[config.mk]
export PLATFORM = sky130hd
export DESIGN_NAME = zad_decoder
export DESIGN_NICKNAME = d
export VERILOG_FILES = /design/src/logic/zad_pkg.sv /design/src/logic/zad_decoder.sv
export SDC_FILE = /design/constraint.sdc
export NUM_CORES = 1
export LEC_CHECK = 0
export BUFFER_PORTS_ARGS = -buffer_cell sky130_fd_sc_hd__clkbuf_2
export CAP_MARGIN = 10
export CORE_MARGIN = 4
export CORE_UTILIZATION = 46
export DETAILED_ROUTE_END_ITERATION = 10
export HOLD_SLACK_MARGIN = 0.15
export PLACE_DENSITY = 0.83
export SETUP_SLACK_MARGIN = 0.5
export SYNTH_ARGS = -nofsm -noshare
export SYNTH_HDL_FRONTEND = slang
export SYNTH_SLANG_ARGS = --single-unit
[constraint.sdc]
create_clock -name clk -period 2.8 [get_ports clk]
set_input_delay 0.14 -clock clk [delete_from_list [all_inputs] [get_ports clk]]
set_output_delay 0.14 -clock clk [all_outputs]
set_load 0.02 [all_outputs]
[src/logic/zad_pkg.sv]
// Package with zone codes, field positions and slot limits for the zone address decoder.
package zad_pkg;

  // ----------------------------------------------------------------------
  // Zones, zone select codes and status codes
  // ----------------------------------------------------------------------
  typedef enum logic [1:0] {
    ZAD_ZONE_CONFIG,
    ZAD_ZONE_OTP,
    ZAD_ZONE_DATA,
    ZAD_ZONE_BAD
  } zad_zone_t;

  localparam logic [1:0] ZAD_ZSEL_CONFIG = 2'h0;
  localparam logic [1:0] ZAD_ZSEL_OTP = 2'h1;
  localparam logic [1:0] ZAD_ZSEL_DATA = 2'h2;

  localparam logic [7:0] ZAD_ST_OK = 8'h00;
  localparam logic [7:0] ZAD_ST_PARSE = 8'h03;
  localparam logic [7:0] ZAD_ST_EXEC = 8'h0F;

  // ----------------------------------------------------------------------
  // Address field positions
  // ----------------------------------------------------------------------
  localparam int ZAD_ADDR_W = 16;
  localparam int ZAD_OFS_LSB = 0;
  localparam int ZAD_OFS_W = 3;
  localparam int ZAD_SLOT_LSB = 3;
  localparam int ZAD_SLOT_W = 4;
  localparam int ZAD_BLK_LSB = 8;
  localparam int ZAD_CFG_BLK_LSB = 3;
  localparam int ZAD_OTP_BLK_LSB = 3;

  // ----------------------------------------------------------------------
  // Slot classes, block and offset limits
  // ----------------------------------------------------------------------
  localparam logic [3:0] ZAD_BIG_SLOT = 4'h8;
  localparam logic [3:0] ZAD_SMALL_LAST_BLK = 4'h1;
  localparam logic [2:0] ZAD_SMALL_LAST_OFS = 3'h0;
  localparam logic [3:0] ZAD_BIG_LAST_BLK = 4'hC;
  localparam logic [3:0] ZAD_MID_LAST_BLK = 4'h2;
  localparam logic [2:0] ZAD_MID_LAST_OFS = 3'h1;

  // Clear-text permission masks, bit n for slot n.
  localparam logic [15:0] ZAD_WRITE_MASK = 16'h0340;
  localparam logic [15:0] ZAD_READ_MASK = 16'h1D00;

endpackage

[src/logic/zad_decoder.sv]
// Zone address decoder: splits a command address into zone fields and checks access.
module zad_decoder (
  input wire logic clk,
  input wire logic rst,
  input wire logic req_valid,
  input wire logic is_write,
  input wire logic encrypted,
  input wire logic blk32,
  input wire logic [1:0] zone_sel,
  input wire logic [15:0] addr,
  output logic rsp_valid,
  output logic rsp_ok,
  output logic [7:0] rsp_status,
  output zad_pkg::zad_zone_t rsp_zone,
  output logic [3:0] rsp_slot,
  output logic [3:0] rsp_block,
  output logic [2:0] rsp_offset,
  output logic [8:0] rsp_byte_addr,
  output logic [5:0] rsp_words
);

  // ----------------------------------------------------------------------
  // Field extraction
  // ----------------------------------------------------------------------
  function automatic logic [3:0] blk_field(input logic [15:0] a, input logic [3:0] s);
    logic [3:0] b;
    b = 4'h0;
    if (s < zad_pkg::ZAD_BIG_SLOT) begin
      b = {3'h0, a[zad_pkg::ZAD_BLK_LSB]};
    end else if (s == zad_pkg::ZAD_BIG_SLOT) begin
      b = a[zad_pkg::ZAD_BLK_LSB +: 4];
    end else begin
      b = {2'h0, a[zad_pkg::ZAD_BLK_LSB +: 2]};
    end
    return b;
  endfunction

  // Only the low five (config) or four (OTP) bits reach the fields; the rest is ignored.
  wire logic [2:0] ofs_raw = addr[zad_pkg::ZAD_OFS_LSB +: zad_pkg::ZAD_OFS_W];
  wire logic [3:0] slot = addr[zad_pkg::ZAD_SLOT_LSB +: zad_pkg::ZAD_SLOT_W];
  wire logic [1:0] cfg_blk = addr[zad_pkg::ZAD_CFG_BLK_LSB +: 2];
  wire logic otp_blk = addr[zad_pkg::ZAD_OTP_BLK_LSB];
  wire logic [3:0] data_blk = blk_field(addr, slot);

  // A block transfer always starts at word zero of the block.
  wire logic [2:0] ofs = blk32 ? 3'h0 : ofs_raw;

  // ----------------------------------------------------------------------
  // Range checks per slot class
  // ----------------------------------------------------------------------
  wire logic small_slot = slot < zad_pkg::ZAD_BIG_SLOT;
  wire logic big_slot = slot == zad_pkg::ZAD_BIG_SLOT;

  // The last block of a short slot holds only one or two words, yet a block transfer of it
  // is taken, so that two or three block transfers cover the whole slot.
  wire logic small_ok = (data_blk == 4'h0) ||
    (data_blk == zad_pkg::ZAD_SMALL_LAST_BLK &&
     ofs == zad_pkg::ZAD_SMALL_LAST_OFS);
  wire logic big_ok = data_blk <= zad_pkg::ZAD_BIG_LAST_BLK;
  wire logic mid_ok = (data_blk < zad_pkg::ZAD_MID_LAST_BLK) ||
    (data_blk == zad_pkg::ZAD_MID_LAST_BLK &&
     ofs <= zad_pkg::ZAD_MID_LAST_OFS);
  wire logic range_ok = small_slot ? small_ok : (big_slot ? big_ok : mid_ok);

  // ----------------------------------------------------------------------
  // Permission checks
  // ----------------------------------------------------------------------
  wire logic wr_perm = zad_pkg::ZAD_WRITE_MASK[slot] && !encrypted;
  wire logic rd_perm = zad_pkg::ZAD_READ_MASK[slot];
  wire logic data_perm = is_write ? wr_perm : rd_perm;

  // Config and OTP never take writes; sizes are only word or block by construction.
  wire logic ro_ok = !is_write;

  // Zone classification and the overall verdict.
  wire zad_pkg::zad_zone_t zone =
    (zone_sel == zad_pkg::ZAD_ZSEL_CONFIG) ? zad_pkg::ZAD_ZONE_CONFIG :
    (zone_sel == zad_pkg::ZAD_ZSEL_OTP) ? zad_pkg::ZAD_ZONE_OTP :
    (zone_sel == zad_pkg::ZAD_ZSEL_DATA) ? zad_pkg::ZAD_ZONE_DATA : zad_pkg::ZAD_ZONE_BAD;

  logic [7:0] next_status;
  logic [3:0] next_block;
  logic [8:0] next_byte;

  // Status: a bad zone code is a parse error, a policy or range miss an execution error.
  always_comb begin
    next_status = zad_pkg::ZAD_ST_OK;
    next_block = 4'h0;
    next_byte = 9'h000;
    case (zone)
      zad_pkg::ZAD_ZONE_CONFIG: begin
        next_block = {2'h0, cfg_blk};
        next_byte = {2'h0, cfg_blk, ofs, 2'h0};
        if (!ro_ok) begin
          next_status = zad_pkg::ZAD_ST_EXEC;
        end
      end
      zad_pkg::ZAD_ZONE_OTP: begin
        next_block = {3'h0, otp_blk};
        next_byte = {3'h0, otp_blk, ofs, 2'h0};
        if (!ro_ok) begin
          next_status = zad_pkg::ZAD_ST_EXEC;
        end
      end
      zad_pkg::ZAD_ZONE_DATA: begin
        next_block = data_blk;
        next_byte = {data_blk, ofs, 2'h0};
        if (!range_ok || !data_perm) begin
          next_status = zad_pkg::ZAD_ST_EXEC;
        end
      end
      default: begin
        next_status = zad_pkg::ZAD_ST_PARSE;
      end
    endcase
  end

  wire logic next_ok = next_status == zad_pkg::ZAD_ST_OK;

  // ----------------------------------------------------------------------
  // Registered answer, one cycle after the request
  // ----------------------------------------------------------------------
  // Registering keeps every data output glitch free for the array controller.
  always_ff @(posedge clk) begin
    if (rst) begin
      rsp_valid <= 1'b0;
      rsp_ok <= 1'b0;
      rsp_status <= 8'h00;
      rsp_zone <= zad_pkg::ZAD_ZONE_CONFIG;
      rsp_slot <= 4'h0;
      rsp_block <= 4'h0;
      rsp_offset <= 3'h0;
      rsp_byte_addr <= 9'h000;
      rsp_words <= 6'h00;
    end else begin
      rsp_valid <= req_valid;
      if (req_valid) begin
        rsp_ok <= next_ok;
        rsp_status <= next_status;
        rsp_zone <= zone;
        rsp_slot <= (zone == zad_pkg::ZAD_ZONE_DATA) ? slot : 4'h0;
        rsp_block <= next_block;
        rsp_offset <= ofs;
        rsp_byte_addr <= next_byte;
        rsp_words <= !next_ok ? 6'h00 : (blk32 ? 6'h08 : 6'h01);
      end
    end
  end
endmodule

* Yosys cells after proc, flatten, opt, wreduce, memory -nomap -nowiden *
Memories as Yosys holds them, arrays and structs flattened.
Index checks and enable logic that the tools add are counted.
Widths: inputs -> output; s select.

operators by class
  equal/unequal tests = 7
  multiplexer cells = 19
  reductions and logical operators = 15
  magnitude comparators = 5

operator list
  cell                count
  $mux 4              7
  $pmux 9 s3          1
  $pmux 4 s3          1
  $logic_not 8->1     1
  $pmux 4 s2          1
  $mux 1              6
  $lt 4x5->1 const B  1
  $eq 2x1->1 const B  2
  $eq 2x2->1 const B  2
  $eq 4x1->1 const B  1
  $eq 4x2->1 const B  1
  $eq 4x4->1 const B  1
  $le 4x4->1 const B  1
  $logic_not 2->1     2
  $logic_not 4->1     1
  $lt 4x2->1 const B  1
  $lt 4x4->1 const B  1
  $mux 2              2
  $le 3x1->1 const B  1
  $logic_and 1x1->1   3
  $logic_not 1->1     3
  $logic_not 3->1     1
  $logic_or 1x1->1    3
  $mux 3              1
  $reduce_or 2->1     1

storage, ports and cells
  input port bits = 24
  flip-flop bits (word level) = 38
  memories = 2
  memory bits (read-only) = 32
  word-level logic and storage cells = 57

memory list
  name             words  width  read ports  clocked after memory_dff  write ports  RTL line           text
  (no name shown)  16     1      1           0                         0            zad_decoder.sv:69  wire logic rd_perm = zad_pkg::ZAD_READ_MASK[slot];
  (no name shown)  16     1      1           0                         0            zad_decoder.sv:68  wire logic wr_perm = zad_pkg::ZAD_WRITE_MASK[slot] && !encrypted;

* Longest topological paths before layout *
  depth after elaboration = 14
  mapped depth = 5
  depth with buffers taken out = 4

* Worst setup path after synthesis *
OpenSTA, ideal clock, no wires.

  kind = input to register
  start point = in addr[6]
  end point = reg rsp_status[1]
  cell stages on the path = 5
  path slack = 1,528 ps
  buffers on the path = 1
  data required time = 2,741 ps
  data arrival time = 1,213 ps
  library setup time = 59 ps
  path through = buf_4 -> and4bb_1 -> a211o_1 -> o31ai_2 -> o31a_1

between the ends
  word-level cells in the longest chain between the ends = 12
  elaborated cells on any way between the ends = 26

ends and longest elaborated chain
  item                                                RTL line            text
  start, declared                                     zad_decoder.sv:10   input wire logic [15:0] addr,
  branches (longest 9 deep; another with $lt 4x4->1)  n/a
  $logic_or 1x1->1 *                                  zad_decoder.sv:108  if (!range_ok || !data_perm) begin
  $mux 4 *                                            zad_decoder.sv:108
  $pmux 4 s2 *                                        zad_decoder.sv:90   case (zone)
  end signal, assigned                                zad_decoder.sv:139  rsp_status <= next_status;
  end, declared                                       zad_decoder.sv:13   output logic [7:0] rsp_status,

Every way passes the cells marked *. The select of a mux whose other input is x is not followed.
A chain may end at the register's enable or synchronous reset.

* Worst setup path in the final report *
  start point = in addr[1]
  end point = reg rsp_status[1]

between the ends
  word-level cells in the longest chain between the ends = 10
  elaborated cells on any way between the ends = 13

ends and longest elaborated chain
  item                RTL line            text
  $mux 3 *            zad_decoder.sv:46   wire logic [2:0] ofs = blk32 ? 3'h0 : ofs_raw;
  $le 3x1->1          zad_decoder.sv:62   ofs <= zad_pkg::ZAD_MID_LAST_OFS);
  $logic_and 1x1->1   zad_decoder.sv:61   (data_blk == zad_pkg::ZAD_MID_LAST_BLK &&
  $logic_or 1x1->1    zad_decoder.sv:60   wire logic mid_ok = (data_blk < zad_pkg::ZAD_MID_LAST_BLK) ||
  $mux 1              zad_decoder.sv:63   wire logic range_ok = small_slot ? small_ok : (big_slot ? big_ok : mid_ok);
  $mux 1 *            zad_decoder.sv:63
  $logic_not 1->1 *   zad_decoder.sv:108
  $logic_or 1x1->1 *  zad_decoder.sv:108
  $mux 4 *            zad_decoder.sv:108
  $pmux 4 s2 *        zad_decoder.sv:90

Mark *: on every way between the ends. The rest lies on a longest branch, timed or not.

==> impl_metrics.ini <==
[grt]
grt_overflow = 0
grt_pass1_wl_um = 4098
grt_max_degree = 22
antenna_found_initial = 0
grt_pass1_vias = 907
grtUsageTotal_pct = 15.96

[floorplan]
die_h_um = 56.87
core_um2 = 2233
dieArea_um2 = 3234
rows = 17
die_x_um = 56.87
io_pins = 62
initial_utilization_pct = 49.19

[cells_and_area]
area_growth_pct = 23.92
drive_gt1_share_pct = 32.54
instances_no_fill = 197
nets = 194
num_antenna_cells = 0

[timing]
finalMaxSlewViolations = 0
finalCriticalPeriod_ns = 1.568
finClkSkew_ns = 0
fin_crit_sh_pct = 56.00
fmax_mhz = 637.8
rsz0062_at_grt = false
setup_tns_ns = 0
hold_viol = 0
setup_viol = 0

[power]
p_leak_nw = 0.6359
p_per_area_nw_per_um2 = 475.9
peakVddDrop_uv = 265.8

[critical_path]
crit_required_ns = 3.02
cp_max_fo = 4
cp-end-kind = register
worstSetupPathType = in2reg
start_kind = input port
worstPathArrival_ns = 1.78

[detailed_routing]
viasPerCell = 5.315
post_drt_wl_per_cell_um = 13.17
vias = 1047
first_pass_iters = 4
wl_um = 2595
drtIter0Drc = 26
drcViolationCount = 0
ant_nets = 0

[synth]
yosysWarnings = 0
syn_area_um2 = 1099
yosysTopAreaCell = dfxtp_1
synth_top_area_share_pct = 40.09
avgSynthCellArea_um2 = 8.859
netlist_top_cells_area = dfxtp_1 (40%), buf_4 (12%), a22oi_1 (8.2%), nor2_1 (7.2%), nand2b_1 (2.8%)
synthCells = 124
ys_seq_elements = 22
ys_seq_area_share_pct = 40.09
ys_types = 37

[min_path]
hold_path.class = in2reg

[placed_design]
io_buffers = 46
gp_congestion = 0.8345
hpwl_um = 1944
post-place-cells = 186

[job]
maxCapViolCount = 0

[clock_tree]
clk_pin_slew_ns = 0.12
insertion_delay_ns = 0.31
cts_setup_buffers = 0
cts_buffer_depth = 2
clock-root-buffer = clkbuf_4
postCtsHoldBufs = 7
cts_tree = yes
numCtsBuffers = 3
ctsResizeCount = 0
htree_levels = 1
cts_sinks = 22

[outcome]
status = completed
-- report_power, final --
| group | internal (W) | leakage (nW) | switching (W) | total, W |
|---|---|---|---|---|
| Clock | 0.0000794 | 0.0210 | 0.0000944 | 0.000174 |
| Combinational | 0.0000514 | 0.435 | 0.0000882 | 0.000140 |
| Sequential | 0.000327 | 0.180 | 0.00000800 | 0.000335 |
| Total | 0.000457 | 0.636 | 0.000191 | 0.000648 |
-- per-stage QoR --
stage / setup WS, ns / power, W / instance area, um2 / hold slack (ns) / util, %
final: 1.232 / 0.0006479 / 1361 / 0.1630 / 60.95
after global routing: 1.152 / 0.0006787 / 1361 / 0.1802 / 60.95
after CTS: 1.250 / 0.0006536 / 1361 / 0.1574 / 60.95
after detailed placement: 1.267 / 0.0004721 / 1255 / 0.4073 / 56.19
after global placement: 1.319 / 0.0004690 / 1255 / 0.3911 / 56.19
after floorplan: 1.528 / 0.0004417 / 1132 / 0.2841 / -
-- layer usage --
layer | up-vias | wire length, um | GRT usage, %
met5 | - | 0 | 0
met4 | 0 | 40 | 5.960
met3 | 5 | 213 | 3.218
met2 | 46 | 1280 | 28.05
met1 | 481 | 1061 | 18.92
li1 | 515 | - | -
-- worst paths after layout --
path | cells past startpoint | startpoint | slack [ns] | endpoint
setup reg to reg | 3 | rsp_status[2] | 1.91 | rsp_status[2]
hold / removal | 3 | addr[5] | 0.16 | rsp_slot[2]
hold reg to reg | 2 | rsp_ok | 0.50 | rsp_ok
setup / recovery | 6 | addr[1] | 1.23 | rsp_status[1]
-- area by class of cell --
type / instances / area, um2
Sequential cell: 22 / 440.4
Timing Repair Buffer: 53 / 300.3
Tap cell: 28 / 35.03
Inverter: 3 / 11.26
Clock buffer: 4 / 36.28
Fill cell: 208 / 872.1
Multi-Input combinational cell: 87 / 538.0
-- Yosys cell counts --
cell,number
o21ai_0,4
nand4b_1,1
a22oi_1,12
inv_1,2
a21oi_1,1
a21o_1,1
nand2_1,2
mux2i_1,2
clkinv_1,1
buf_4,17
nor4bb_1,1
o32a_2,1
nor4_1,3
clkbuf_1,3
nand2b_1,5
a21oi_4,1
nand3b_1,1
buf_1,1
a21boi_0,2
a211o_1,1
o211ai_1,2
nor2b_1,2
o311a_2,1
dfxtp_1,22
o31ai_2,1
nor2_1,21
a311oi_1,1
a2bb2oi_1,1
nand3_1,1
nor3_1,3
and4bb_1,1
o31a_1,1
o21ba_2,1
nor4b_1,1
o21ai_1,1
or4b_1,1
conb_1,1
-- flip-flops by register name (all words and copies together), names as in the netlist --
signal         cells
rsp_valid          1
rsp_slot           4
rsp_byte_addr      3
rsp_ok             1
rsp_zone           2
rsp_offset         3
rsp_block          4
rsp_words          2
rsp_status         2
-- kinds of logic after synthesis --
logic type,after synthesis,synth area share (%)
AO/OA/AOI/OAI,32,23.12
buffers and inverters,24,14.01
flip-flops,22,40.09
multiplexers,2,1.822
other,1,0.3414
AND/OR/NAND/NOR,43,20.62
-- critical path, stage by stage --
cell and delay (ns):
dlygate4sd3_1 0.54, clkbuf_2 0.14, o21ba_2 0.21, o21ai_0 0.35, a21oi_4 0.12, o31a_1 0.28
-- cells in the final DEF, fill, tap and decap left out, types with 2 or more instances in the layout --
| cell | count |
|---|---|
| nand2_1 | 2 |
| nor4_1 | 3 |
| dfxtp_1 | 22 |
| a22oi_1 | 12 |
| conb_1 | 10 |
| mux2i_1 | 2 |
| nor2b_1 | 2 |
| inv_1 | 2 |
| dlygate4sd3_1 | 7 |
| o211ai_1 | 2 |
| o21ai_0 | 4 |
| clkbuf_2 | 46 |
| nand2b_1 | 5 |
| nor2_1 | 21 |
| nor3_1 | 3 |
| clkbuf_4 | 3 |
| a21boi_0 | 2 |
No activity file was read; power rests on OpenSTA's default activity.
